`src/include/acs_regs.vh`:
```
// Register map, field positions and reset values of the converter status block
`ifndef ACS_REGS_VH
`define ACS_REGS_VH

// Bus geometry
`define ACS_ADDR_W          12
`define ACS_DATA_W          32

// Register byte offsets
`define ACS_OFF_STATUS      12'h000
`define ACS_OFF_CTRL_ONE    12'h004
`define ACS_OFF_WD_HIGH     12'h024
`define ACS_OFF_WD_LOW      12'h028

// Status fields
`define ACS_ST_WD_EVENT     0
`define ACS_ST_REG_DONE     1
`define ACS_ST_INJ_DONE     2
`define ACS_ST_INJ_START    3
`define ACS_ST_REG_START    4
`define ACS_ST_W            5

// Control one fields
`define ACS_C1_SEL_LSB      0
`define ACS_C1_SEL_MSB      4
`define ACS_C1_SEL_W        5
`define ACS_C1_REG_IEN      5
`define ACS_C1_WD_IEN       6
`define ACS_C1_INJ_IEN      7
`define ACS_C1_SCAN_EN      8
`define ACS_C1_W            9

// Reset values
`define ACS_RST_STATUS      5'h00
`define ACS_RST_CTRL_ONE    9'h000
`define ACS_RST_WD_HIGH     12'hfff
`define ACS_RST_WD_LOW      12'h000

`endif

```
`src/core/acs_ctrl.v`:
```
// Status flags, interrupt enables and watchdog compare of the converter, APB slave
// Contract
// RQ1: Watchdog event sets status bit 0; writing 0 clears, writing 1 ignored.
// RQ2: Status bit 1 set on regular conversion done; cleared only by writing 0.
// RQ3: Status bit 2 set on injected conversion done; cleared by writing 0.
// RQ4: Status bit 3 set when injected conversion starts; cleared by writing 0.
// RQ5: Status bit 4 set when regular conversion starts; cleared by writing 0.
// RQ6: Status bits 31 to 5 read zero and ignore writes.
// RQ7: Control bits 4:0 select watchdog input, codes 0 to 17 valid.
// RQ8: Control bit 5 enables the regular completion interrupt.
// RQ9: Control bit 6 enables watchdog interrupt; in scan mode also aborts scan.
// RQ10: Control bit 7 enables the injected completion interrupt.
// RQ11: In scan mode completion interrupts come only after the last channel.
// RQ12: A converted value outside high and low thresholds is a watchdog event.
// RQ13: Interrupt high while any flag set with its enable; low otherwise.
//
// Implementation choice: the APB register port.
`timescale 1ns/1ps
`include "acs_regs.vh"

module acs_ctrl #(
    parameter SAMPLE_W = 12
) (
    // Clock, reset and enable
    input  wire                   pclk,
    input  wire                   presetn,
    input  wire                   clk_en,
    // APB slave
    input  wire                   psel,
    input  wire                   penable,
    input  wire                   pwrite,
    input  wire [`ACS_ADDR_W-1:0] paddr,
    input  wire [`ACS_DATA_W-1:0] pwdata,
    output reg  [`ACS_DATA_W-1:0] prdata,
    output reg                    pready,
    output reg                    pslverr,
    // Conversion events from the sequencer
    input  wire                   regular_start,
    input  wire                   regular_done,
    input  wire                   regular_last,
    input  wire                   injected_start,
    input  wire                   injected_done,
    input  wire                   injected_last,
    // Converted samples
    input  wire                   sample_valid,
    input  wire [4:0]             sample_channel,
    input  wire [SAMPLE_W-1:0]    sample_value,
    // Control towards the sequencer
    output reg  [4:0]             watchdog_input_select,
    output reg                    sequence_scan_en,
    output reg                    scan_abort,
    // Interrupt
    output reg                    irq
);

    // Status flags
    reg                       watchdog_event_flag;
    reg                       regular_done_flag;
    reg                       injected_done_flag;
    reg                       injected_started_flag;
    reg                       regular_started_flag;

    // Control one enables
    reg                       regular_done_irq_en;
    reg                       watchdog_irq_en;
    reg                       injected_done_irq_en;

    // Watchdog window
    reg  [SAMPLE_W-1:0]       wd_high;
    reg  [SAMPLE_W-1:0]       wd_low;

    // Reset images, fields picked out where each register is cleared
    localparam [`ACS_ST_W-1:0] RST_STATUS = `ACS_RST_STATUS;
    localparam [`ACS_C1_W-1:0] RST_CTRL   = `ACS_RST_CTRL_ONE;

    // Bus decode
    wire                      access;
    wire                      wr_en;
    wire                      rd_en;
    wire                      hit_status;
    wire                      hit_ctrl;
    wire                      hit_high;
    wire                      hit_low;
    wire                      hit_any;
    wire                      unmapped;
    wire                      status_wr;
    wire [`ACS_ST_W-1:0]      status_clr;

    // Events
    wire                      wd_chan_match;
    wire                      wd_hit;
    wire                      abort_hit;
    wire                      reg_done_evt;
    wire                      inj_done_evt;

    // Interrupt sources
    wire                      irq_reg_src;
    wire                      irq_wd_src;
    wire                      irq_inj_src;

    // Next values
    reg                       next_watchdog_event_flag;
    reg                       next_regular_done_flag;
    reg                       next_injected_done_flag;
    reg                       next_injected_started_flag;
    reg                       next_regular_started_flag;
    reg                       next_irq;
    reg  [`ACS_DATA_W-1:0]    next_prdata;

    // Value outside the inclusive window
    function out_of_window;
        input [SAMPLE_W-1:0] value;
        input [SAMPLE_W-1:0] high;
        input [SAMPLE_W-1:0] low;
        begin
            out_of_window = (value > high) || (value < low);
        end
    endfunction

    // Full-address compare; partial decode would alias the thresholds
    function addr_hit;
        input [`ACS_ADDR_W-1:0] addr;
        input [`ACS_ADDR_W-1:0] offset;
        begin
            addr_hit = (addr == offset);
        end
    endfunction

    // Flag update where a hardware set beats a software clear
    function flag_update;
        input current;
        input set;
        input clear;
        begin
            flag_update = set | (current & ~clear);
        end
    endfunction

    // One wait state: the access phase ends on the second edge after penable rises
    assign access     = psel & penable & ~pready;
    assign wr_en      = access & pwrite;
    assign rd_en      = access & ~pwrite;

    assign hit_status = addr_hit(paddr, `ACS_OFF_STATUS);
    assign hit_ctrl   = addr_hit(paddr, `ACS_OFF_CTRL_ONE);
    assign hit_high   = addr_hit(paddr, `ACS_OFF_WD_HIGH);
    assign hit_low    = addr_hit(paddr, `ACS_OFF_WD_LOW);
    assign hit_any    = hit_status | hit_ctrl | hit_high | hit_low;
    assign unmapped   = ~hit_any;

    // Write-zero clear: a one in the write data leaves the flag alone
    assign status_wr  = wr_en & hit_status;
    assign status_clr = {`ACS_ST_W{status_wr}} & ~pwdata[`ACS_ST_W-1:0];

    // Watchdog looks only at the selected input
    assign wd_chan_match = sample_valid & (sample_channel == watchdog_input_select); // RQ7
    assign wd_hit = wd_chan_match
                  & out_of_window(sample_value, wd_high, wd_low);             // RQ12

    // Abort only matters while a scan runs
    assign abort_hit = wd_hit & watchdog_irq_en & sequence_scan_en;           // RQ9

    // Scan mode holds completion back until the sequence ends
    assign reg_done_evt = regular_done & (~sequence_scan_en | regular_last);  // RQ11
    assign inj_done_evt = injected_done & (~sequence_scan_en | injected_last); // RQ11

    // Status next state
    always @* begin
        next_watchdog_event_flag   = flag_update(watchdog_event_flag,
                                                 wd_hit,
                                                 status_clr[`ACS_ST_WD_EVENT]);  // RQ1
        next_regular_done_flag     = flag_update(regular_done_flag,
                                                 reg_done_evt,
                                                 status_clr[`ACS_ST_REG_DONE]);  // RQ2
        next_injected_done_flag    = flag_update(injected_done_flag,
                                                 inj_done_evt,
                                                 status_clr[`ACS_ST_INJ_DONE]);  // RQ3
        next_injected_started_flag = flag_update(injected_started_flag,
                                                 injected_start,
                                                 status_clr[`ACS_ST_INJ_START]); // RQ4
        next_regular_started_flag  = flag_update(regular_started_flag,
                                                 regular_start,
                                                 status_clr[`ACS_ST_REG_START]); // RQ5
    end

    // Interrupt sources from the flags as they will stand
    assign irq_reg_src = next_regular_done_flag & regular_done_irq_en;        // RQ8
    assign irq_wd_src  = next_watchdog_event_flag & watchdog_irq_en;          // RQ9
    assign irq_inj_src = next_injected_done_flag & injected_done_irq_en;      // RQ10

    // Start flags never interrupt: they only tell software a conversion began
    always @* begin
        next_irq = irq_reg_src | irq_wd_src | irq_inj_src;                    // RQ13
    end

    // Read mux, unused bits zero
    always @* begin
        next_prdata = {`ACS_DATA_W{1'b0}};
        if (hit_status) begin
            next_prdata[`ACS_ST_WD_EVENT]  = watchdog_event_flag;
            next_prdata[`ACS_ST_REG_DONE]  = regular_done_flag;
            next_prdata[`ACS_ST_INJ_DONE]  = injected_done_flag;
            next_prdata[`ACS_ST_INJ_START] = injected_started_flag;
            next_prdata[`ACS_ST_REG_START] = regular_started_flag;           // RQ6
        end else if (hit_ctrl) begin
            next_prdata[`ACS_C1_SEL_MSB:`ACS_C1_SEL_LSB] = watchdog_input_select;
            next_prdata[`ACS_C1_REG_IEN] = regular_done_irq_en;
            next_prdata[`ACS_C1_WD_IEN]  = watchdog_irq_en;
            next_prdata[`ACS_C1_INJ_IEN] = injected_done_irq_en;
            next_prdata[`ACS_C1_SCAN_EN] = sequence_scan_en;
        end else if (hit_high) begin
            next_prdata[SAMPLE_W-1:0] = wd_high;
        end else if (hit_low) begin
            next_prdata[SAMPLE_W-1:0] = wd_low;
        end
    end

    // Bus handshake
    always @(posedge pclk or negedge presetn) begin
        if (!presetn) begin
            pready  <= 1'b0;
            pslverr <= 1'b0;
        end else if (clk_en) begin
            pready  <= access;
            pslverr <= access & unmapped;
        end
    end

    // Read data stands only in the ready cycle; zero otherwise keeps stale reads off
    always @(posedge pclk or negedge presetn) begin
        if (!presetn) begin
            prdata <= {`ACS_DATA_W{1'b0}};
        end else if (clk_en) begin
            if (rd_en) begin
                prdata <= next_prdata;
            end else begin
                prdata <= {`ACS_DATA_W{1'b0}};
            end
        end
    end

    // Status flags
    always @(posedge pclk or negedge presetn) begin
        if (!presetn) begin
            watchdog_event_flag   <= RST_STATUS[`ACS_ST_WD_EVENT];
            regular_done_flag     <= RST_STATUS[`ACS_ST_REG_DONE];
            injected_done_flag    <= RST_STATUS[`ACS_ST_INJ_DONE];
            injected_started_flag <= RST_STATUS[`ACS_ST_INJ_START];
            regular_started_flag  <= RST_STATUS[`ACS_ST_REG_START];
        end else if (clk_en) begin
            watchdog_event_flag   <= next_watchdog_event_flag;
            regular_done_flag     <= next_regular_done_flag;
            injected_done_flag    <= next_injected_done_flag;
            injected_started_flag <= next_injected_started_flag;
            regular_started_flag  <= next_regular_started_flag;
        end
    end

    // Control one register
    always @(posedge pclk or negedge presetn) begin
        if (!presetn) begin
            watchdog_input_select <= RST_CTRL[`ACS_C1_SEL_MSB:`ACS_C1_SEL_LSB];
            regular_done_irq_en   <= RST_CTRL[`ACS_C1_REG_IEN];
            watchdog_irq_en       <= RST_CTRL[`ACS_C1_WD_IEN];
            injected_done_irq_en  <= RST_CTRL[`ACS_C1_INJ_IEN];
            sequence_scan_en      <= RST_CTRL[`ACS_C1_SCAN_EN];
        end else if (clk_en && wr_en && hit_ctrl) begin
            // Reserved select codes are stored; they match no input
            watchdog_input_select <= pwdata[`ACS_C1_SEL_MSB:`ACS_C1_SEL_LSB]; // RQ7
            regular_done_irq_en   <= pwdata[`ACS_C1_REG_IEN];                 // RQ8
            watchdog_irq_en       <= pwdata[`ACS_C1_WD_IEN];                  // RQ9
            injected_done_irq_en  <= pwdata[`ACS_C1_INJ_IEN];                 // RQ10
            sequence_scan_en      <= pwdata[`ACS_C1_SCAN_EN];
        end
    end

    // Watchdog high threshold
    always @(posedge pclk or negedge presetn) begin
        if (!presetn) begin
            wd_high <= `ACS_RST_WD_HIGH;
        end else if (clk_en && wr_en && hit_high) begin
            wd_high <= pwdata[SAMPLE_W-1:0];                                  // RQ12
        end
    end

    // Watchdog low threshold
    always @(posedge pclk or negedge presetn) begin
        if (!presetn) begin
            wd_low <= `ACS_RST_WD_LOW;
        end else if (clk_en && wr_en && hit_low) begin
            wd_low <= pwdata[SAMPLE_W-1:0];                                   // RQ12
        end
    end

    // Interrupt and scan abort
    always @(posedge pclk or negedge presetn) begin
        if (!presetn) begin
            irq        <= 1'b0;
            scan_abort <= 1'b0;
        end else if (clk_en) begin
            irq        <= next_irq;                                           // RQ13
            // One pulse per watchdog hit while scanning with the watchdog interrupt enabled; the sequencer stops the scan on it
            scan_abort <= abort_hit;                                          // RQ9
        end
    end

endmodule // acs_ctrl

```
`config.mk`:
```
export PLATFORM = sky130hd
export DESIGN_NAME = acs_ctrl
export DESIGN_NICKNAME = d
export VERILOG_FILES = /design/src/core/acs_ctrl.v
export VERILOG_INCLUDE_DIRS = /design/src /design/src/include
export SDC_FILE = /design/constraint.sdc
export NUM_CORES = 1
export LEC_CHECK = 0
export BUFFER_PORTS_ARGS = -buffer_cell sky130_fd_sc_hd__buf_4
export CORE_MARGIN = 2
export CORE_UTILIZATION = 45
export CTS_BUF_LIST = sky130_fd_sc_hd__clkbuf_8
export DETAILED_ROUTE_END_ITERATION = 8
export PLACE_DENSITY_LB_ADDON = 0.2
export SETUP_SLACK_MARGIN = 0.15
export SLEW_MARGIN = 10
export SYNTH_ARGS = -nofsm -noshare
export SYNTH_HDL_FRONTEND = slang
export SYNTH_SLANG_ARGS = --single-unit
```
`constraint.sdc`:
```
create_clock -name pclk -period 2 [get_ports pclk]
set_clock_uncertainty 0.1 [all_clocks]
set_input_delay 0.4 -clock pclk [delete_from_list [all_inputs] [get_ports pclk]]
set_output_delay 0.4 -clock pclk [all_outputs]
set_load 0.005 [all_outputs]
```
==> reports/metrics.json <==
{
  "status": "finished with violations",
  "failed_checks": "negative setup slack",
  "timing.slew.headroom_pct": 53.9,
  "ff_to_ff_end": "watchdog_event_flag$_DFFE_PN0P_",
  "dominant_synthesized_flop_cell": "sky130_fd_sc_hd__dfrtp_1",
  "initialDrtViolationCount": 214,
  "vias": 2919,
  "hold_slack_ns": 0.00388,
  "post-route-drc-count": 0,
  "numClockSinks": 54,
  "yosys.area_share.adder_pct": 9.01,
  "post-synth-top-area-cell": "sky130_fd_sc_hd__dfrtp_1",
  "worstSetupStartpointType": "flip-flop",
  "synth_sequential_area_ratio_pct": 42.8,
  "worst_setup_path_end_kind": "flip-flop",
  "grt_pass1_wl_um": 13800,
  "multi_input_comb_area_um2": 1950,
  "route.antenna.remaining_nets": 0,
  "pin_slew_with_the_least_headroom_to_its_limit_ns": 0.691,
  "synth_area_um2": 3200,
  "floorplan.die.width_um": 88.3,
  "tritoncts": "yes",
  "timing.reg2reg.setup_slack_ns": -0.14,
  "post-synth-top-area-fraction_pct": 32.9,
  "ff2ff_path_depth": 8,
  "portBuffers": 75,
  "flops_latches_synth": 54,
  "postSynthAreaPerCell_um2": 9.86,
  "report.final.slew_viol_count": 0,
  "unrepaired_setup_endpoints_after_global_routing": "true",
  "post-route-period-util_pct": 107,
  "fillerInstances": 548,
  "final_hold_viol_count": 0,
  "min_path_type": "input pin to asynchronous set/reset pin",
  "vias_in_the_first_global_route": 2705,
  "core_region_area_um2": 6830,
  "syn2layout_area_growth_pct": 44.9,
  "yosys-mux-area-fraction_pct": 5.64,
  "static-leakage-power_uw": 0.00224,
  "synthXorXnorAreaFrac_pct": 1.37,
  "antenna_cells_inserted": 0,
  "drive_above_1_share_pct": 50.0,
  "io-pin-count": 116,
  "critical_path_peak_fanout": 3,
  "grt_overflow": 0,
  "synthCells": 324,
  "finalSetupViolations": 3,
  "final-seq-area_um2": 1370,
  "async_flop_share_pct": 100,
  "die_area_um2": 7790,
  "achievable-frequency_ghz": 0.468,
  "power_density_nw_per_um2": 443,
  "synth_common_cells": "sky130_fd_sc_hd__dfrtp_1 (42), sky130_fd_sc_hd__nand2_1 (42), sky130_fd_sc_hd__o21ai_0 (37)",
  "worstSkewPairLatency_ns": 0.32,
  "initial_util_pct": 46.8,
  "layout_setup_ws_ns": -0.139,
  "cp_slowest_cell": "sky130_fd_sc_hd__dfstp_2",
  "max-vdd-ir-drop_mv": 0.276,
  "grt_start_max_net_pins": 55,
  "worst_endpoint_data_arrival_time_ns": 2.25,
  "path_class": "flip-flop to flip-flop",
  "ys_warn_count": 0,
  "gr-usage-all-layers_pct": 23.5,
  "crit-reg2reg-launch": "wd_high[11]$_DFFE_PN1P_",
  "clock_path_buffers": 2,
  "drt_first_pass_iters": 5,
  "viasPerCell": 5.49,
  "layout.nets": 532,
  "synthTopCellsByArea": "sky130_fd_sc_hd__dfrtp_1 (33%), sky130_fd_sc_hd__dfstp_2 (9.9%), sky130_fd_sc_hd__ha_1 (9.0%), sky130_fd_sc_hd__o21ai_0 (5.8%), sky130_fd_sc_hd__mux2_2 (5.6%)",
  "synth-simple-area-share_pct": 13.8,
  "total_routed_wirelength_um": 9450,
  "tns_ns": -0.316,
  "gp_congestion": 0.912,
  "h_tree_levels": 2,
  "dp_hpwl_um": 6390,
  "placementRows": 30,
  "clockRootBuffer": "sky130_fd_sc_hd__clkbuf_8",
  "synth_enable_flop_cells": 0,
  "die_h_um": 88.3,
  "critPathRequiredTime_ns": 2.11,
  "number_of_antenna_violations_at_the_first_check_in_global_routing": 0,
  "maxCapViolations": 0,
  "yosysUniqueCellTypes": 47,
  "detail_route.wl_per_cell_um": 17.8,
  "cpPeakStageDelay_ns": 0.56,
  "period_needed_ns": 2.14,
  "synth_compound_area_share_pct": 17.8,
  "path_cells": "inv_2, ha_4, nand4_1, nor3_2, nor3_1, o31ai_1, o211ai_1, mux2_4",
  "clk_transition_reported_paths_ns": 0.11,
  "tritoncts.num_buffers": 5,
  "synth_top_family_by_area": "compound AO/OA/AOI/OAI gates"
}
-- critical path: cells and delay by family (launching register included) --
family                   cells  cell delay [ns]
AND/OR/NAND/NOR              3             0.54
buffers and inverters        1             0.05
adder cells (fa/ha/maj)      1             0.26
AO/OA/AOI/OAI                2             0.25
multiplexers                 1             0.28
flip-flops                   1             0.56
-- cells in the final DEF, fill, tap and decap left out, types with 10 or more instances in the layout --
cell                        instances
sky130_fd_sc_hd__o2bb2ai_1         11
sky130_fd_sc_hd__dfstp_2           12
sky130_fd_sc_hd__nand2_1           23
sky130_fd_sc_hd__buf_6             11
sky130_fd_sc_hd__inv_1             21
sky130_fd_sc_hd__dfrtp_1           42
sky130_fd_sc_hd__o21ai_1           15
sky130_fd_sc_hd__mux2_4            11
sky130_fd_sc_hd__ha_1              14
sky130_fd_sc_hd__o21ai_0           12
sky130_fd_sc_hd__o21ai_2           10
sky130_fd_sc_hd__buf_4             96
sky130_fd_sc_hd__nand2_2           14
sky130_fd_sc_hd__conb_1            20
-- state kept, by name (all words and copies together), names as in the netlist --
name,cells
watchdog_input_select,5
regular_done_flag,1
watchdog_event_flag,1
regular_done_irq_en,1
flag_update.current,1
pslverr,1
injected_started_flag,1
injected_done_irq_en,1
scan_abort,1
watchdog_irq_en,1
sequence_scan_en,1
wd_high,12
prdata,12
wd_low,12
irq,1
pready,1
injected_done_flag,1
-- worst max-delay path by stage --
stage,startpoint,to,depth (start not counted)
2_1_floorplan,paddr[1],wd_low[0]$_DFFE_PN0P_,6
3_3_place_gp,paddr[1],watchdog_input_select[4]$_DFFE_PN0P_,7
3_5_place_dp,paddr[1],sequence_scan_en$_DFFE_PN0P_,7
4_1_cts,wd_high[10]$_DFFE_PN1P_,watchdog_event_flag$_DFFE_PN0P_,8
5_1_grt,wd_low[7]$_DFFE_PN0P_,watchdog_event_flag$_DFFE_PN0P_,8
6_report,wd_high[11]$_DFFE_PN1P_,watchdog_event_flag$_DFFE_PN0P_,8
-- power by group --
| part | internal (µW) | switching, µW | total (µW) |
|---|---|---|---|
| clock network | 244 | 382 | 626 |
| logic | 148 | 156 | 304 |
| registers | 1110 | 11.6 | 1120 |
| total | 1500 | 550 | 2050 |
-- area by class of cell --
| class | instances | area share [%] |
|---|---|---|
| multi-input cells | 231 | 42.0 |
| flip-flops and latches | 54 | 29.5 |
| repair buffers | 116 | 21.8 |
| well taps | 96 | 2.59 |
| inverters | 27 | 2.19 |
| clock buffers | 5 | 1.49 |
| clock inverters | 3 | 0.378 |
-- per-stage QoR --
stage,utilization (%),total power (µW),worst slack (ns),cells,area [µm²]
final,67.8,2050,-0.139,532,4630
after global routing,67.8,2140,-0.168,532,4630
after CTS,62.3,2040,-0.0702,520,4250
after detailed placement,58.2,1420,-0.234,507,3980
after global placement,58.2,1410,-0.211,507,3980
after floorplan,-,1270,0.00507,343,3330
-- what timing repair did --
item / 4_1_cts / 5_1_grt
endpoints found under the setup margin: 12 / 39
hold buffers: 0 / 0
setup buffers: 4 / 8
pin swaps: 18 / 46
gates resized for setup: 28 / 93
gates cloned: 1 / 4
-- routing by layer --
metal	GRT usage, %	up-vias	share of wire [%]
met1	32.7	1436	42
met2	37.5	125	50
li1	-	1348	-
met5	0	-	0
met3	4.38	10	6.5
met4	6.89	0	1.5
-- kinds of logic (layout without fill, tap and decap cells) --
logic type	Yosys count	after routing
multiplexers	16	16
XOR/XNOR	5	5
AND/OR/NAND/NOR	80	81
buffers and inverters	59	151
other	1	20
flip-flops	54	54
AO/OA/AOI/OAI	86	86
adder cells (fa/ha/maj)	23	23
(Power assumes the default switching activity.)
